**src/gyo_defs.svh**
```systemverilog
// Offsets, field positions, reset values and masks of the gyro config bank
`ifndef GYO_DEFS_SVH
`define GYO_DEFS_SVH

`define GYO_ADDR_DSP3 8'h03
`define GYO_ADDR_SOFT_RST 8'h09
`define GYO_ADDR_RATE_CTRL 8'h0B
`define GYO_ADDR_ZERO_CAL 8'h0C
`define GYO_ADDR_TEMP_FMT 8'h1C
`define GYO_ADDR_SER_IF 8'h1F

`define GYO_RST_DSP3 8'h00
`define GYO_RST_RATE_CTRL 8'h01
`define GYO_RST_TEMP_FMT 8'h4B
`define GYO_RST_SER_IF 8'h01

`define GYO_RW_DSP3 8'h67
`define GYO_RW_RATE_CTRL 8'h3F
`define GYO_RW_TEMP_FMT 8'h7F
`define GYO_RW_SER_IF 8'h03

`define GYO_BIT_ZERO_CAL_EN 6
`define GYO_BIT_RATE_WIDTH 2
`define GYO_TEMP_WIDTH_HI 6
`define GYO_TEMP_WIDTH_LO 5
`define GYO_SDO_SEL_HI 3
`define GYO_SDO_SEL_LO 2
`define GYO_BIT_SPI_WIRE 1
`define GYO_BIT_I2C_EN 0
`define GYO_SPI_WIRE_MASK 8'h02
`define GYO_TEMP_WIDTH_BAD 2'h3

`define GYO_RATE_W 24
`define GYO_RATE_ZERO 24'h000000
`define GYO_BYTE_ZERO 8'h00

`endif

```
**src/gyo_pkg.sv**
```systemverilog
// Types shared by the gyro config bank
package gyo_pkg;

  typedef enum logic {
    GYO_CAL_IDLE = 1'b0,
    GYO_CAL_APPLY = 1'b1
  } gyo_cal_state_t;

endpackage

```
**src/gyo_zero_cal.sv**
```systemverilog
// Zero-rate offset capture and subtraction
`timescale 1ns/1ps
`include "gyo_defs.svh"

module gyo_zero_cal (
  // Clock and reset
  input wire logic clk_in,
  input wire logic reset_n_in,
  // Control
  input wire logic cal_cmd_in,
  input wire logic cal_enable_in,
  input wire logic cal_variant_in,
  input wire logic clear_in,
  // Rate path
  input wire logic [`GYO_RATE_W-1:0] raw_rate_in,
  output logic [`GYO_RATE_W-1:0] rate_out,
  output logic cal_applied_out
);

  gyo_pkg::gyo_cal_state_t state_q;
  gyo_pkg::gyo_cal_state_t state_d;
  logic [`GYO_RATE_W-1:0] offset_q;
  logic [`GYO_RATE_W-1:0] offset_d;
  logic [`GYO_RATE_W-1:0] rate_q;
  logic [`GYO_RATE_W-1:0] rate_d;

  always_comb begin
    state_d = state_q;
    offset_d = offset_q;
    case (state_q)
      gyo_pkg::GYO_CAL_IDLE: begin
        // Sample taken in the command cycle itself
        if (cal_cmd_in && cal_enable_in && cal_variant_in) begin
          offset_d = raw_rate_in;
          state_d = gyo_pkg::GYO_CAL_APPLY;
        end
      end
      gyo_pkg::GYO_CAL_APPLY: begin
        if (cal_cmd_in && cal_enable_in && cal_variant_in) begin
          offset_d = raw_rate_in;
        end
        if (!cal_enable_in) begin
          state_d = gyo_pkg::GYO_CAL_IDLE;
        end
      end
      default: state_d = gyo_pkg::GYO_CAL_IDLE;
    endcase
    if (clear_in) begin
      state_d = gyo_pkg::GYO_CAL_IDLE;
      offset_d = `GYO_RATE_ZERO;
    end
    if (state_q == gyo_pkg::GYO_CAL_APPLY && cal_enable_in) begin
      rate_d = raw_rate_in - offset_q;
    end else begin
      rate_d = raw_rate_in;
    end
  end

  always_ff @(posedge clk_in or negedge reset_n_in) begin
    if (!reset_n_in) begin
      state_q <= gyo_pkg::GYO_CAL_IDLE;
      offset_q <= `GYO_RATE_ZERO;
      rate_q <= `GYO_RATE_ZERO;
    end else begin
      state_q <= state_d;
      offset_q <= offset_d;
      rate_q <= rate_d;
    end
  end

  assign rate_out = rate_q;
  assign cal_applied_out = (state_q == gyo_pkg::GYO_CAL_APPLY);

endmodule

```
**src/gyo_cfg_regs.sv**
```systemverilog
// Gyro output and interface configuration register bank
`timescale 1ns/1ps
`include "gyo_defs.svh"

module gyo_cfg_regs (
  // Clock and reset
  input wire logic clk_in,
  input wire logic reset_n_in,
  // Command port from the serial front end
  input wire logic txn_valid_in,
  input wire logic [7:0] txn_addr_in,
  input wire logic txn_write_in,
  input wire logic txn_has_data_in,
  input wire logic [7:0] txn_wdata_in,
  input wire logic txn_from_spi_in,
  output logic [7:0] rd_data_out,
  // Factory straps
  input wire logic multi_slave_en_in,
  input wire logic cal_variant_in,
  // Rate path
  input wire logic [`GYO_RATE_W-1:0] raw_rate_in,
  output logic [`GYO_RATE_W-1:0] rate_out,
  output logic cal_applied_out,
  // Configuration outputs
  output logic rate_word_width_sel_out,
  output logic [1:0] temp_word_width_sel_out,
  output logic [1:0] sdo_pin_function_sel_out,
  output logic spi_wire_count_sel_out,
  output logic i2c_enable_out,
  output logic zero_cal_enable_out
);

  logic [7:0] dsp3_q;
  logic [7:0] dsp3_d;
  logic [7:0] rate_ctrl_q;
  logic [7:0] rate_ctrl_d;
  logic [7:0] temp_fmt_q;
  logic [7:0] temp_fmt_d;
  logic [7:0] ser_if_q;
  logic [7:0] ser_if_d;
  logic [7:0] rd_data_q;
  logic [7:0] rd_data_d;
  logic wr;
  logic rd;
  logic cmd;
  logic soft_rst;
  logic cal_cmd;
  logic [7:0] ser_mask;

  // Only writable bits take data; read-only bits keep their value
  function automatic logic [7:0] merge(input logic [7:0] old,
                                       input logic [7:0] wdata,
                                       input logic [7:0] mask);
    merge = (old & ~mask) | (wdata & mask);
  endfunction

  assign wr = txn_valid_in && txn_write_in && txn_has_data_in;
  assign rd = txn_valid_in && !txn_write_in && txn_has_data_in;
  assign cmd = txn_valid_in && !txn_has_data_in;
  assign soft_rst = cmd && (txn_addr_in == `GYO_ADDR_SOFT_RST);
  assign cal_cmd = cmd && (txn_addr_in == `GYO_ADDR_ZERO_CAL);

  always_comb begin
    dsp3_d = dsp3_q;
    rate_ctrl_d = rate_ctrl_q;
    temp_fmt_d = temp_fmt_q;
    ser_if_d = ser_if_q;
    ser_mask = `GYO_RW_SER_IF;
    if (!txn_from_spi_in) begin
      ser_mask = ser_mask & ~`GYO_SPI_WIRE_MASK;
    end
    if (wr) begin
      case (txn_addr_in)
        `GYO_ADDR_DSP3: dsp3_d = merge(dsp3_q, txn_wdata_in,
                                       `GYO_RW_DSP3);
        `GYO_ADDR_RATE_CTRL: rate_ctrl_d = merge(rate_ctrl_q, txn_wdata_in,
                                                 `GYO_RW_RATE_CTRL);
        `GYO_ADDR_TEMP_FMT: begin
          temp_fmt_d = merge(temp_fmt_q, txn_wdata_in,
                             `GYO_RW_TEMP_FMT);
          // Forbidden width code keeps the old width
          if (txn_wdata_in[`GYO_TEMP_WIDTH_HI:`GYO_TEMP_WIDTH_LO] ==
              `GYO_TEMP_WIDTH_BAD) begin
            temp_fmt_d[`GYO_TEMP_WIDTH_HI:`GYO_TEMP_WIDTH_LO] =
              temp_fmt_q[`GYO_TEMP_WIDTH_HI:`GYO_TEMP_WIDTH_LO];
          end
        end
        `GYO_ADDR_SER_IF: begin
          if (!multi_slave_en_in) begin
            ser_if_d = merge(ser_if_q, txn_wdata_in, ser_mask);
          end
        end
        default: ;
      endcase
    end
    if (soft_rst) begin
      dsp3_d = `GYO_RST_DSP3;
      rate_ctrl_d = `GYO_RST_RATE_CTRL;
      temp_fmt_d = `GYO_RST_TEMP_FMT;
      ser_if_d = `GYO_RST_SER_IF;
    end
  end

  // Read data holds until the next read, so a late sample still sees it
  // Unmapped reads give zero rather than a stale byte
  always_comb begin
    rd_data_d = rd_data_q;
    if (rd) begin
      case (txn_addr_in)
        `GYO_ADDR_DSP3: rd_data_d = dsp3_q;
        `GYO_ADDR_RATE_CTRL: rd_data_d = rate_ctrl_q;
        `GYO_ADDR_TEMP_FMT: rd_data_d = temp_fmt_q;
        `GYO_ADDR_SER_IF: rd_data_d = ser_if_q;
        default: rd_data_d = `GYO_BYTE_ZERO;
      endcase
    end
  end

  // Power-on reset lands on the same defaults as the soft reset command
  always_ff @(posedge clk_in or negedge reset_n_in) begin
    if (!reset_n_in) begin
      dsp3_q <= `GYO_RST_DSP3;
      rate_ctrl_q <= `GYO_RST_RATE_CTRL;
      temp_fmt_q <= `GYO_RST_TEMP_FMT;
      ser_if_q <= `GYO_RST_SER_IF;
      rd_data_q <= `GYO_BYTE_ZERO;
    end else begin
      dsp3_q <= dsp3_d;
      rate_ctrl_q <= rate_ctrl_d;
      temp_fmt_q <= temp_fmt_d;
      ser_if_q <= ser_if_d;
      rd_data_q <= rd_data_d;
    end
  end

  // Offset is dropped by a soft reset as enable returns to zero
  gyo_zero_cal u_zero_cal (
    .clk_in(clk_in),
    .reset_n_in(reset_n_in),
    .cal_cmd_in(cal_cmd),
    .cal_enable_in(dsp3_q[`GYO_BIT_ZERO_CAL_EN]),
    .cal_variant_in(cal_variant_in),
    .clear_in(soft_rst),
    .raw_rate_in(raw_rate_in),
    .rate_out(rate_out),
    .cal_applied_out(cal_applied_out)
  );

  assign rd_data_out = rd_data_q;
  assign rate_word_width_sel_out = rate_ctrl_q[`GYO_BIT_RATE_WIDTH];
  assign temp_word_width_sel_out =
    temp_fmt_q[`GYO_TEMP_WIDTH_HI:`GYO_TEMP_WIDTH_LO];
  assign sdo_pin_function_sel_out =
    temp_fmt_q[`GYO_SDO_SEL_HI:`GYO_SDO_SEL_LO];
  assign spi_wire_count_sel_out = ser_if_q[`GYO_BIT_SPI_WIRE];
  assign i2c_enable_out = ser_if_q[`GYO_BIT_I2C_EN];
  assign zero_cal_enable_out = dsp3_q[`GYO_BIT_ZERO_CAL_EN];

endmodule

```
**config.mk**
```make
export PLATFORM = sky130hd
export DESIGN_NAME = gyo_cfg_regs
export DESIGN_NICKNAME = d
export VERILOG_FILES = /design/src/gyo_pkg.sv /design/src/gyo_zero_cal.sv /design/src/gyo_cfg_regs.sv
export VERILOG_INCLUDE_DIRS = /design/src
export SDC_FILE = /design/constraint.sdc
export NUM_CORES = 1
export LEC_CHECK = 0
export ABC_AREA = 1
export ABC_CLOCK_PERIOD_IN_PS = 2500
export BUFFER_PORTS_ARGS = -buffer_cell sky130_fd_sc_hd__buf_2
export CORE_MARGIN = 1.5
export CORE_UTILIZATION = 55
export CTS_BUF_LIST = sky130_fd_sc_hd__clkbuf_8
export DETAILED_ROUTE_END_ITERATION = 6
export PLACE_DENSITY = 0.87
export SETUP_SLACK_MARGIN = 0.2
export SYNTH_ARGS = -nofsm -noshare
export SYNTH_HDL_FRONTEND = slang
export SYNTH_SLANG_ARGS = --single-unit
```
**constraint.sdc**
```tcl
create_clock -name clk_in -period 2.5 [get_ports clk_in]
set_input_delay 0.375 -clock clk_in [delete_from_list [all_inputs] [get_ports clk_in]]
set_output_delay 0.375 -clock clk_in [all_outputs]
set_load 0.01 [all_outputs]
```
==> reports/metrics.yaml, run 1 <==
synthDominantCellAreaShare_pct: 34.1
crit_top_cell: "nand2_1"
avgSynthCellArea_um2: 7.11
grt_max_degree: 78
hold_viol: 0
die_w_um: 100
num-fill-cells: 828
synth_simple_gate_area_share_pct: 35.0
regArea_um2: 1930
hold_ws_ps: 152
synth-seq-cells: 77
die_y_um: 100
ys_async_sr_fraction_pct: 100
tightest_slew_ps: 938
critPathKind: "register to register"
core_area_um2: 9200
cp-end-kind: "register"
routed_wl_um: 11900
ys_seq_area_share_pct: 37.1
clock_latency_ps: 360
synthMuxAreaShare_pct: 0.216
cts_buffers: 9
crit_path_max_fanout: 4
ys_top_cells_by_area: "dfrtp_1 34%, nand2_1 19%, inv_1 9.6%"
cp_slowest_cell: "fa_1"
synth_area_um2: 5210
rows: 35
maxCapViolCount: 0
grt_pass1_wl_um: 19700
fmax_mhz: 482
finalWeightedCongestion: 0.952
num_vias: 4783
first_iter_violations: 226
synth-compound-area-share_pct: 9.10
hold_buffers: 0
synthXorXnorAreaFrac_pct: 0.168
cts-resized-gates: 0
area_delta_synth_final_pct: 13.2
finalCriticalPeriod_ps: 2070
cts_tree: "done"
synth_top_family_by_area: "simple AND/OR/NAND/NOR gates"
regToRegEndpoint: "u_zero_cal.rate_out[8]"
power.leakage_nw: 3.40
drv_slew: 0
track_usage_pct: 25.0
tns_ps: 0
cts-root-buf: "clkbuf_8"
antenna_found_initial: 0
synthFlopType: "dfrtp_1"
initial_utilization_pct: 56.7
irDropWorstVdd_mv: 0.377
dp_hpwl_um: 9050
wl_per_cell_um: 12.7
max_stage_delay_ps: 440
r2r_slack_ps: 430
synth_warnings: 0
place.port_buffers: 87
gr-total-overflow: 0
htree_levels: 3
cts_setup_buffers: 0
worstPathRequired_ps: 2740
dp.cells: 920
cp.arrival_ps: 2320
post-route-period-util_pct: 82.9
min_path_type: "input pin to asynchronous set/reset pin"
grt_pass1_vias: 4326
power_per_cell_area_nw_per_um2: 479
relSlewSlack_pct: 37.5
synth_area_leader_cell: "dfrtp_1"
cp_cell_sequence: "ha_1 > inv_1 > fa_1 > nand2_1 > nand2_1 > and2_1 > nand2_1 > nand2_1 > or2_1 > nand3_1 > o21ai_1"
syn_inst: 733
ant_nets: 0
timing.rr.start: "u_zero_cal.offset_q[0]"
start_kind: "register"
final_common_cell: "nand2_1"
final_layout_size_suffix_gt1_share_pct: 19.4
fin_cells: 936
setup_violations: 0
drc: 0
rr_worst_depth: 11
rsz0062_at_grt: "false"
finClkSkew_ps: 13.3
max-clock-path-buffers: 2
synth_edf_count: 0
final_cell_mix: "262 x nand2_1, 133 x inv_1, 86 x buf_2"
diodes: 0
syn_nets: 805
cts.sinks: 77
vias_per_cell: 5.11
nNetsFinal: 892
synth.distinct_cells: 42
io_pins: 89
synthAdderAreaFrac_pct: 5.91
fp.dieArea_um2: 10100
multi_input_area_um2: 2630
path_clk_slew_ps: 90
utilization_pct: 64.1
dr.pass1.iters: 5
outcome: "finished clean"
## critical path: cells and delay by family, from the launching register on
kind | cells | cell delay [ps]
compound gates | 1 | 80
flops | 1 | 360
buf+inv | 1 | 80
fa+ha+maj | 2 | 580
simple gates | 7 | 850
## through the flow
stage / setup slack (ps) / cell area, um2 / power, mW
after detailed placement: 219 / 5690 / 1.80
final: 426 / 5900 / 2.82
after CTS: 418 / 5900 / 2.84
after global routing: 285 / 5900 / 2.96
after global placement: 286 / 5690 / 1.79
after floorplan: 628 / 5210 / 1.64
## cell families after synthesis
logic type,Yosys count
muxes,1
AOI/OAI and AO/OA,77
and+or+nand+nor,402
adders and majority gates,24
DFF,77
buffers and inverters,151
xor gates and xnor gates,1
## final cells by class
class	instances	area share [%]
Multi-Input combinational cell	505	44.5
Sequential cell	77	32.8
Inverter	137	8.93
Timing Repair Buffer	90	7.80
Tap cell	111	2.35
Clock buffer	9	2.10
Clock inverter	7	1.53
## where the power goes
group          switching (mW)  leakage (nW)  internal (mW)  total [mW]
clock network           0.552         0.110          0.491        1.04
registers              0.0176         0.875           1.30        1.32
logic                   0.300          2.41          0.166       0.466
## how the worst max path moves through the flow
stage,start,end,slack [ps],cells past startpoint
final,u_zero_cal.offset_q[0],u_zero_cal.rate_out[8],430,11
after global routing,u_zero_cal.offset_q[0],u_zero_cal.rate_out[8],280,11
after CTS,u_zero_cal.offset_q[0],u_zero_cal.rate_out[8],420,11
after detailed placement,raw_rate_in[0],u_zero_cal.rate_out[8],220,13
after global placement,raw_rate_in[0],u_zero_cal.rate_out[12],290,14
after floorplan,raw_rate_in[0],u_zero_cal.rate_out[8],630,12
## flip-flops by register name (all words and copies together), names as in the netlist
| signal | cells |
|---|---|
| dsp3_q | 5 |
| rate_ctrl_q | 6 |
| rd_data_out | 8 |
| ser_if_q | 2 |
| temp_fmt_q | 7 |
| u_zero_cal.cal_applied_out | 1 |
| u_zero_cal.offset_q | 24 |
| u_zero_cal.rate_out | 24 |
## layer usage
layer	track usage (%)	vias up	wire length (um)
li1	-	2468	-
met4	8.78	0	245
met5	0	-	0
met3	5.29	20	690
met1	32.7	2146	5260
met2	41.2	149	5690
## Yosys cell counts (2+ instances only)
cell type  instances
or2_2              5
buf_12             2
o22ai_1           16
buf_6              2
nand2_1          262
o21ai_0           22
buf_4              5
inv_1            133
o21ai_2            8
dfstp_2            6
dfrtp_1           71
a21oi_1           14
nand2_2            2
inv_2              3
nor2_1            38
nand3_2           11
nand2_4            3
nor2_2             2
o21ai_1           13
nand3b_1           6
buf_2              4
nand4_1            6
nand3_1           50
nor2_4             4
ha_1              23
nor3_1             6
Note: power is estimated with default switching activity, not from simulation.
==> run 2, diff against run 1 <==
Settings changed: ABC_AREA 1 to 0, ABC_CLOCK_PERIOD_IN_PS 2500 to 1820, CORE_UTILIZATION 55 to 52, PLACE_DENSITY 0.87 to 0.88.
Clock period 2.5 ns to 1.82 ns, I/O delays scaled along.
==> reports/metrics.yaml, run 2 <==
worstPathRequired_ps: 2070
max-clock-path-buffers: 2
synth_common_cells: "71 x dfrtp_1, 54 x nand2_1, 39 x o21ai_0"
rr_worst_depth: 10
dp.cells: 727
syn_inst: 455
cts.sinks: 77
fmax_mhz: 377
ys_async_sr_fraction_pct: 100
violations: "setup timing"
place.port_buffers: 87
first_iter_violations: 514
ys_seq_area_share_pct: 43.4
multi_input_area_um2: 2780
cts_tree: "done"
track_usage_pct: 34.0
synth.distinct_cells: 64
fin_cells: 764
rows: 33
fp.dieArea_um2: 9130
finalWeightedCongestion: 0.938
vias_per_cell: 6.40
clock_latency_ps: 370
die_w_um: 95.6
final_cell_mix: "107 x buf_4, 85 x buf_2, 71 x dfrtp_1"
finClkSkew_ps: 19.2
r2r_slack_ps: -830
avgSynthCellArea_um2: 9.79
rsz0062_at_grt: "true"
finalCriticalPeriod_ps: 2650
synth_area_leader_cell: "dfrtp_1"
maxCapViolCount: 0
start_kind: "register"
irDropWorstVdd_mv: 0.392
place_ws_ps: -549
regToRegEndpoint: "u_zero_cal.rate_out[21]"
diodes: 0
hp-start: "raw_rate_in[23]"
wl_per_cell_um: 21.9
path_clk_slew_ps: 90
setup_ws_ps: -830
final_layout_size_suffix_gt1_share_pct: 48.7
gr-total-overflow: 0
cts-root-buf: "clkbuf_8"
post-route-period-util_pct: 146
hold_viol: 0
relSlewSlack_pct: 67.3
io_pins: 89
synth-seq-cells: 77
tightest_slew_ps: 490
antenna_found_initial: 0
cp-endpoint: "u_zero_cal.rate_out[21]"
dr.pass1.iters: 6
power_per_cell_area_nw_per_um2: 625
setup_violations: 19
area_delta_synth_final_pct: 49.0
critPathLaunch: "u_zero_cal.offset_q[1]"
regArea_um2: 1930
min_path_type: "input pin to register"
critPathKind: "register to register"
crit_path_max_fanout: 3
routed_wl_um: 16800
grt_pass1_wl_um: 23400
synthFlopType: "dfrtp_1"
power.leakage_nw: 3.19
drc: 0
nNetsFinal: 726
core_area_um2: 8260
crit_top_cell: "a211oi_2"
synth_area_um2: 4450
drv_slew: 0
timing.rr.start: "u_zero_cal.offset_q[1]"
cp_slowest_cell: "a211oi_2"
final_common_cell: "buf_4"
syn_nets: 527
ant_nets: 0
grt_pass1_vias: 4892
die_y_um: 95.6
synth_edf_count: 0
num_vias: 4893
utilization_pct: 80.4
ys_top_cells_by_area: "dfrtp_1 40%, ha_1 6.5%, a22o_1 4.7%"
cp_cell_sequence: "inv_2 > ha_4 > nand2b_4 > a211o_1 > a211oi_2 > a211oi_2 > buf_4 > o31ai_2 > xnor2_1 > o21ai_1"
max_stage_delay_ps: 470
synth_warnings: 0
htree_levels: 3
synth.most_common_cell: "dfrtp_1"
initial_utilization_pct: 53.9
outcome: "complete, but fails checks"
cp-end-kind: "register"
dp_hpwl_um: 9440
grt_max_degree: 36
cts_buffers: 9
cp.arrival_ps: 2900
synthDominantCellAreaShare_pct: 39.9
num-fill-cells: 471
run 2: cell types whose count changed in the layout (fill, tap and decap cells not counted), sizes merged, moves of 15 or more:
cell   change
nand2    -213
buf      +119
inv      -111
nand3     -54
a22o      +23
mux2i     +16
o22ai     -15
run 2: power breakdown:
group / internal [mW] / switching, mW
Sequential: 1.76 / 0.0215
Clock: 0.780 / 0.729
Combinational: 0.399 / 0.465
run 2: timing repair:
| action | 4_1_cts | 5_1_grt |
|---|---|---|
| gates resized for setup | 39 | 48 |
| setup endpoints to repair | 22 | 54 |
| hold endpoints to repair | 31 | 0 |
| gates cloned | 0 | 1 |
| pin swaps | 17 | 44 |
| buffers inserted | 12 | 7 |
| hold buffers | 1 | 0 |
run 2: metal layers:
metal	up-vias	wire [um]	part of all wire [%]	global-route usage, %
li1	2020	-	-	-
met1	2354	6120	37	38.9
met4	0	1120	6.7	23.4
met5	-	0	0	0
met2	383	8060	48	57.3
met3	136	1460	8.7	5.98
run 2: area by class of cell:
type	instances	share of cell area (%)
clock buffers	9	1.87
clock inverters	7	1.49
inverters	29	1.64
multi-input cells	327	41.9
flip-flops and latches	77	29.1
well taps	105	1.98
repair buffers	210	21.9
run 2: through the flow:
stage / hold slack [ps] / area, um2 / TNS, ps / total power [mW]
finish: 89.6 / 6640 / -11160 / 4.15
global route: 95.5 / 6640 / -11980 / 4.27
CTS: 95.9 / 6380 / -5440 / 4.02
detailed placement: 263 / 5870 / -11600 / 2.46
global placement: 252 / 5870 / -7240 / 2.44
floorplan: -22.6 / 4640 / -1440 / 2.11
run 2: how the worst min path moves through the flow:
stage          cells after the start                 endpoint  slack, ps
3_5_place_dp                       1              ser_if_q[1]        260
3_3_place_gp                       1              ser_if_q[1]        250
5_1_grt                            2  u_zero_cal.rate_out[23]        100
2_1_floorplan                      0                dsp3_q[0]        -20
4_1_cts                            2  u_zero_cal.rate_out[23]        100
6_report                           2  u_zero_cal.rate_out[23]         90
run 2: cell families after synthesis:
family,synth area share (%)
xor+xnor,3.74
fa+ha+maj,6.91
compound gates,20.6
simple gates,15.8
flops,43.4
buf+inv,5.11
mux,4.35
run 2: worst max-delay path, delay by kind of cell, from the launching register on:
kind	cells	cell delay [ps]
adder cells (fa/ha/maj)	1	280
flip-flops	1	410
XOR/XNOR	1	200
AND/OR/NAND/NOR	1	70
AO/OA/AOI/OAI	5	1300
buffers and inverters	2	270
==> run 3, diff against run 2 <==
--- a/config.mk
+++ b/config.mk
@@ -7,5 +7,4 @@
 export NUM_CORES = 1
 export LEC_CHECK = 0
-export ABC_AREA = 0
 export ABC_CLOCK_PERIOD_IN_PS = 1820
 export BUFFER_PORTS_ARGS = -buffer_cell sky130_fd_sc_hd__buf_2
==> constraint.sdc (replaced) <==
create_clock -name clk_in -period 1.82 [get_ports clk_in]
set_input_delay 0 -clock clk_in [delete_from_list [all_inputs] [get_ports clk_in]]
set_output_delay 0 -clock clk_in [all_outputs]
set_load 0.01 [all_outputs]
==> reports/metrics.yaml, run 3 (synthesis results as in run 2) <==
post-route-period-util_pct: 134
switching_power_mw: 1.18
antenna_found_initial: 0
cts_buffers: 9
tightest_slew_ps: 688
dp_hpwl_um: 8990
crit_family: "compound AO/OA/AOI/OAI gates"
rows: 33
wl_met1_um: 5590
max-clock-path-buffers: 2
grt_pass1_wl_um: 21400
rsz0062_at_grt: "true"
vias_per_cell: 5.84
dpl-instance-area_um2: 5680
cts_tree: "done"
final_layout_size_suffix_gt1_share_pct: 42.9
drc: 0
crit_path_max_fanout: 5
report.power.total_mw: 3.87
die_w_um: 95.6
utilization_pct: 79.9
wl_per_cell_um: 18.4
min_path_type: "input pin to register"
finalWeightedCongestion: 0.865
initial_utilization_pct: 53.9
worstPathRequired_ps: 2060
crit_top_cell: "o21ai_2"
clock_latency_ps: 360
cp-end-kind: "register"
power.switching_fraction_pct: 30.5
core_area_um2: 8260
drv_slew: 0
highest_layer: "met4"
fp.dieArea_um2: 9130
maxCapViolCount: 0
nNetsFinal: 731
intPower_mw: 2.69
routed_wl_um: 14100
num_vias: 4490
worst-path-buf-inv: 1
sequentialPowerShare_pct: 45.8
setup_violations: 20
htree_levels: 3
hold_viol: 0
cts-root-buf: "clkbuf_8"
critPathKind: "register to register"
grt_max_degree: 42
power_per_cell_area_nw_per_um2: 586
diodes: 0
final_common_cell: "buf_4"
fmax_mhz: 411
start_kind: "register"
num-fill-cells: 472
finClkSkew_ps: 15.2
cts.sinks: 77
final_cell_mix: "91 x buf_4, 86 x buf_2, 71 x dfrtp_1"
gr-total-overflow: 0
power_frac_clock_pct: 33.0
stdcell_area_um2: 6600
cp_slowest_cell: "fa_2"
track_usage_pct: 30.7
relSlewSlack_pct: 54.0
route.met2.wl_um: 7310
dr_wl_met3_um: 845
cp_cell_sequence: "ha_2 > inv_2 > fa_2 > a21oi_4 > o21ai_2 > a21oi_2 > o21ai_2 > a31oi_4 > o21ai_2 > a221o_1"
irDropWorstVdd_mv: 0.395
finalCriticalPeriod_ps: 2430
setup_ws_ps: -610
io_pins: 89
grt_pass1_vias: 4677
outcome: "complete, but fails checks"
die_y_um: 95.6
power.leakage_nw: 3.17
comb_power_share_pct: 21.2
dr.pass1.iters: 5
cp.arrival_ps: 2670
violations: "setup timing"
ant_nets: 0
max_stage_delay_ps: 400
path_clk_slew_ps: 100
first_iter_violations: 259
place.port_buffers: 87
area_delta_synth_final_pct: 48.1
[run 3: worst paths after layout]
| path | depth (start not counted) | startpoint | slack (ps) | end |
|---|---|---|---|---|
| max | 10 | u_zero_cal.offset_q[0] | -610 | u_zero_cal.rate_out[22] |
| min | 3 | raw_rate_in[10] | 5 | u_zero_cal.offset_q[10] |
| max reg2reg | 10 | u_zero_cal.offset_q[0] | -610 | u_zero_cal.rate_out[22] |
| min reg2reg | 2 | rd_data_out[4] | 490 | rd_data_out[4] |
| max in group asynchronous | 3 | reset_n_in | 1040 | temp_fmt_q[0] |
| min in group asynchronous | 2 | reset_n_in | 130 | rd_data_out[4] |
[run 3: metal layers]
| metal | vias to the layer above | track usage (%) |
|---|---|---|
| met5 | - | 0 |
| met4 | 0 | 14.8 |
| met3 | 44 | 5.66 |
| met2 | 198 | 53.8 |
| met1 | 2210 | 35.8 |
| li1 | 2038 | - |
[run 3: area by class of cell]
type                    count  area, um2  share of cell area (%)
multi-input cells         326       2710                    41.1
flip-flops and latches     77       1930                    29.3
repair buffers            216       1530                    23.1
well taps                 105        131                    1.99
clock buffers               9        124                    1.88
inverters                  29        109                    1.65
clock inverters             7       63.8                   0.967
[run 3: power by group through the flow]
stage	sequential (mW)	combinational (mW)	clock [mW]
after CTS	1.77	0.733	1.28
after detailed placement	1.80	0.632	0
after floorplan	1.82	0.290	0
after global placement	1.80	0.614	0
after global routing	1.78	0.879	1.36
final	1.77	0.820	1.27
[run 3: tightest hold or removal path, cell delays in order]
cell	delay, ps
buf_2	120
buf_4	110
a22o_1	110
[run 3: stage by stage]
step / setup WS [ps] / instances / hold slack, ps / setup TNS (ps)
6_report: -610 / 769 / 5.49 / -7290
3_3_place_gp: -329 / 711 / -8.98 / -3740
3_5_place_dp: -446 / 711 / -2.40 / -4780
4_1_cts: -403 / 759 / 1.95 / -4570
5_1_grt: -688 / 769 / 20.2 / -8780
2_1_floorplan: -262 / 455 / -296 / -1440
[run 3: timing repair]
item | 4_1_cts | 5_1_grt
gates resized for setup | 39 | 32
hold buffers | 29 | 0
endpoints found under the setup margin | 44 | 21
buffers inserted | 3 | 10
endpoints found under the hold margin | 99 | 0
pin swaps | 19 | 25
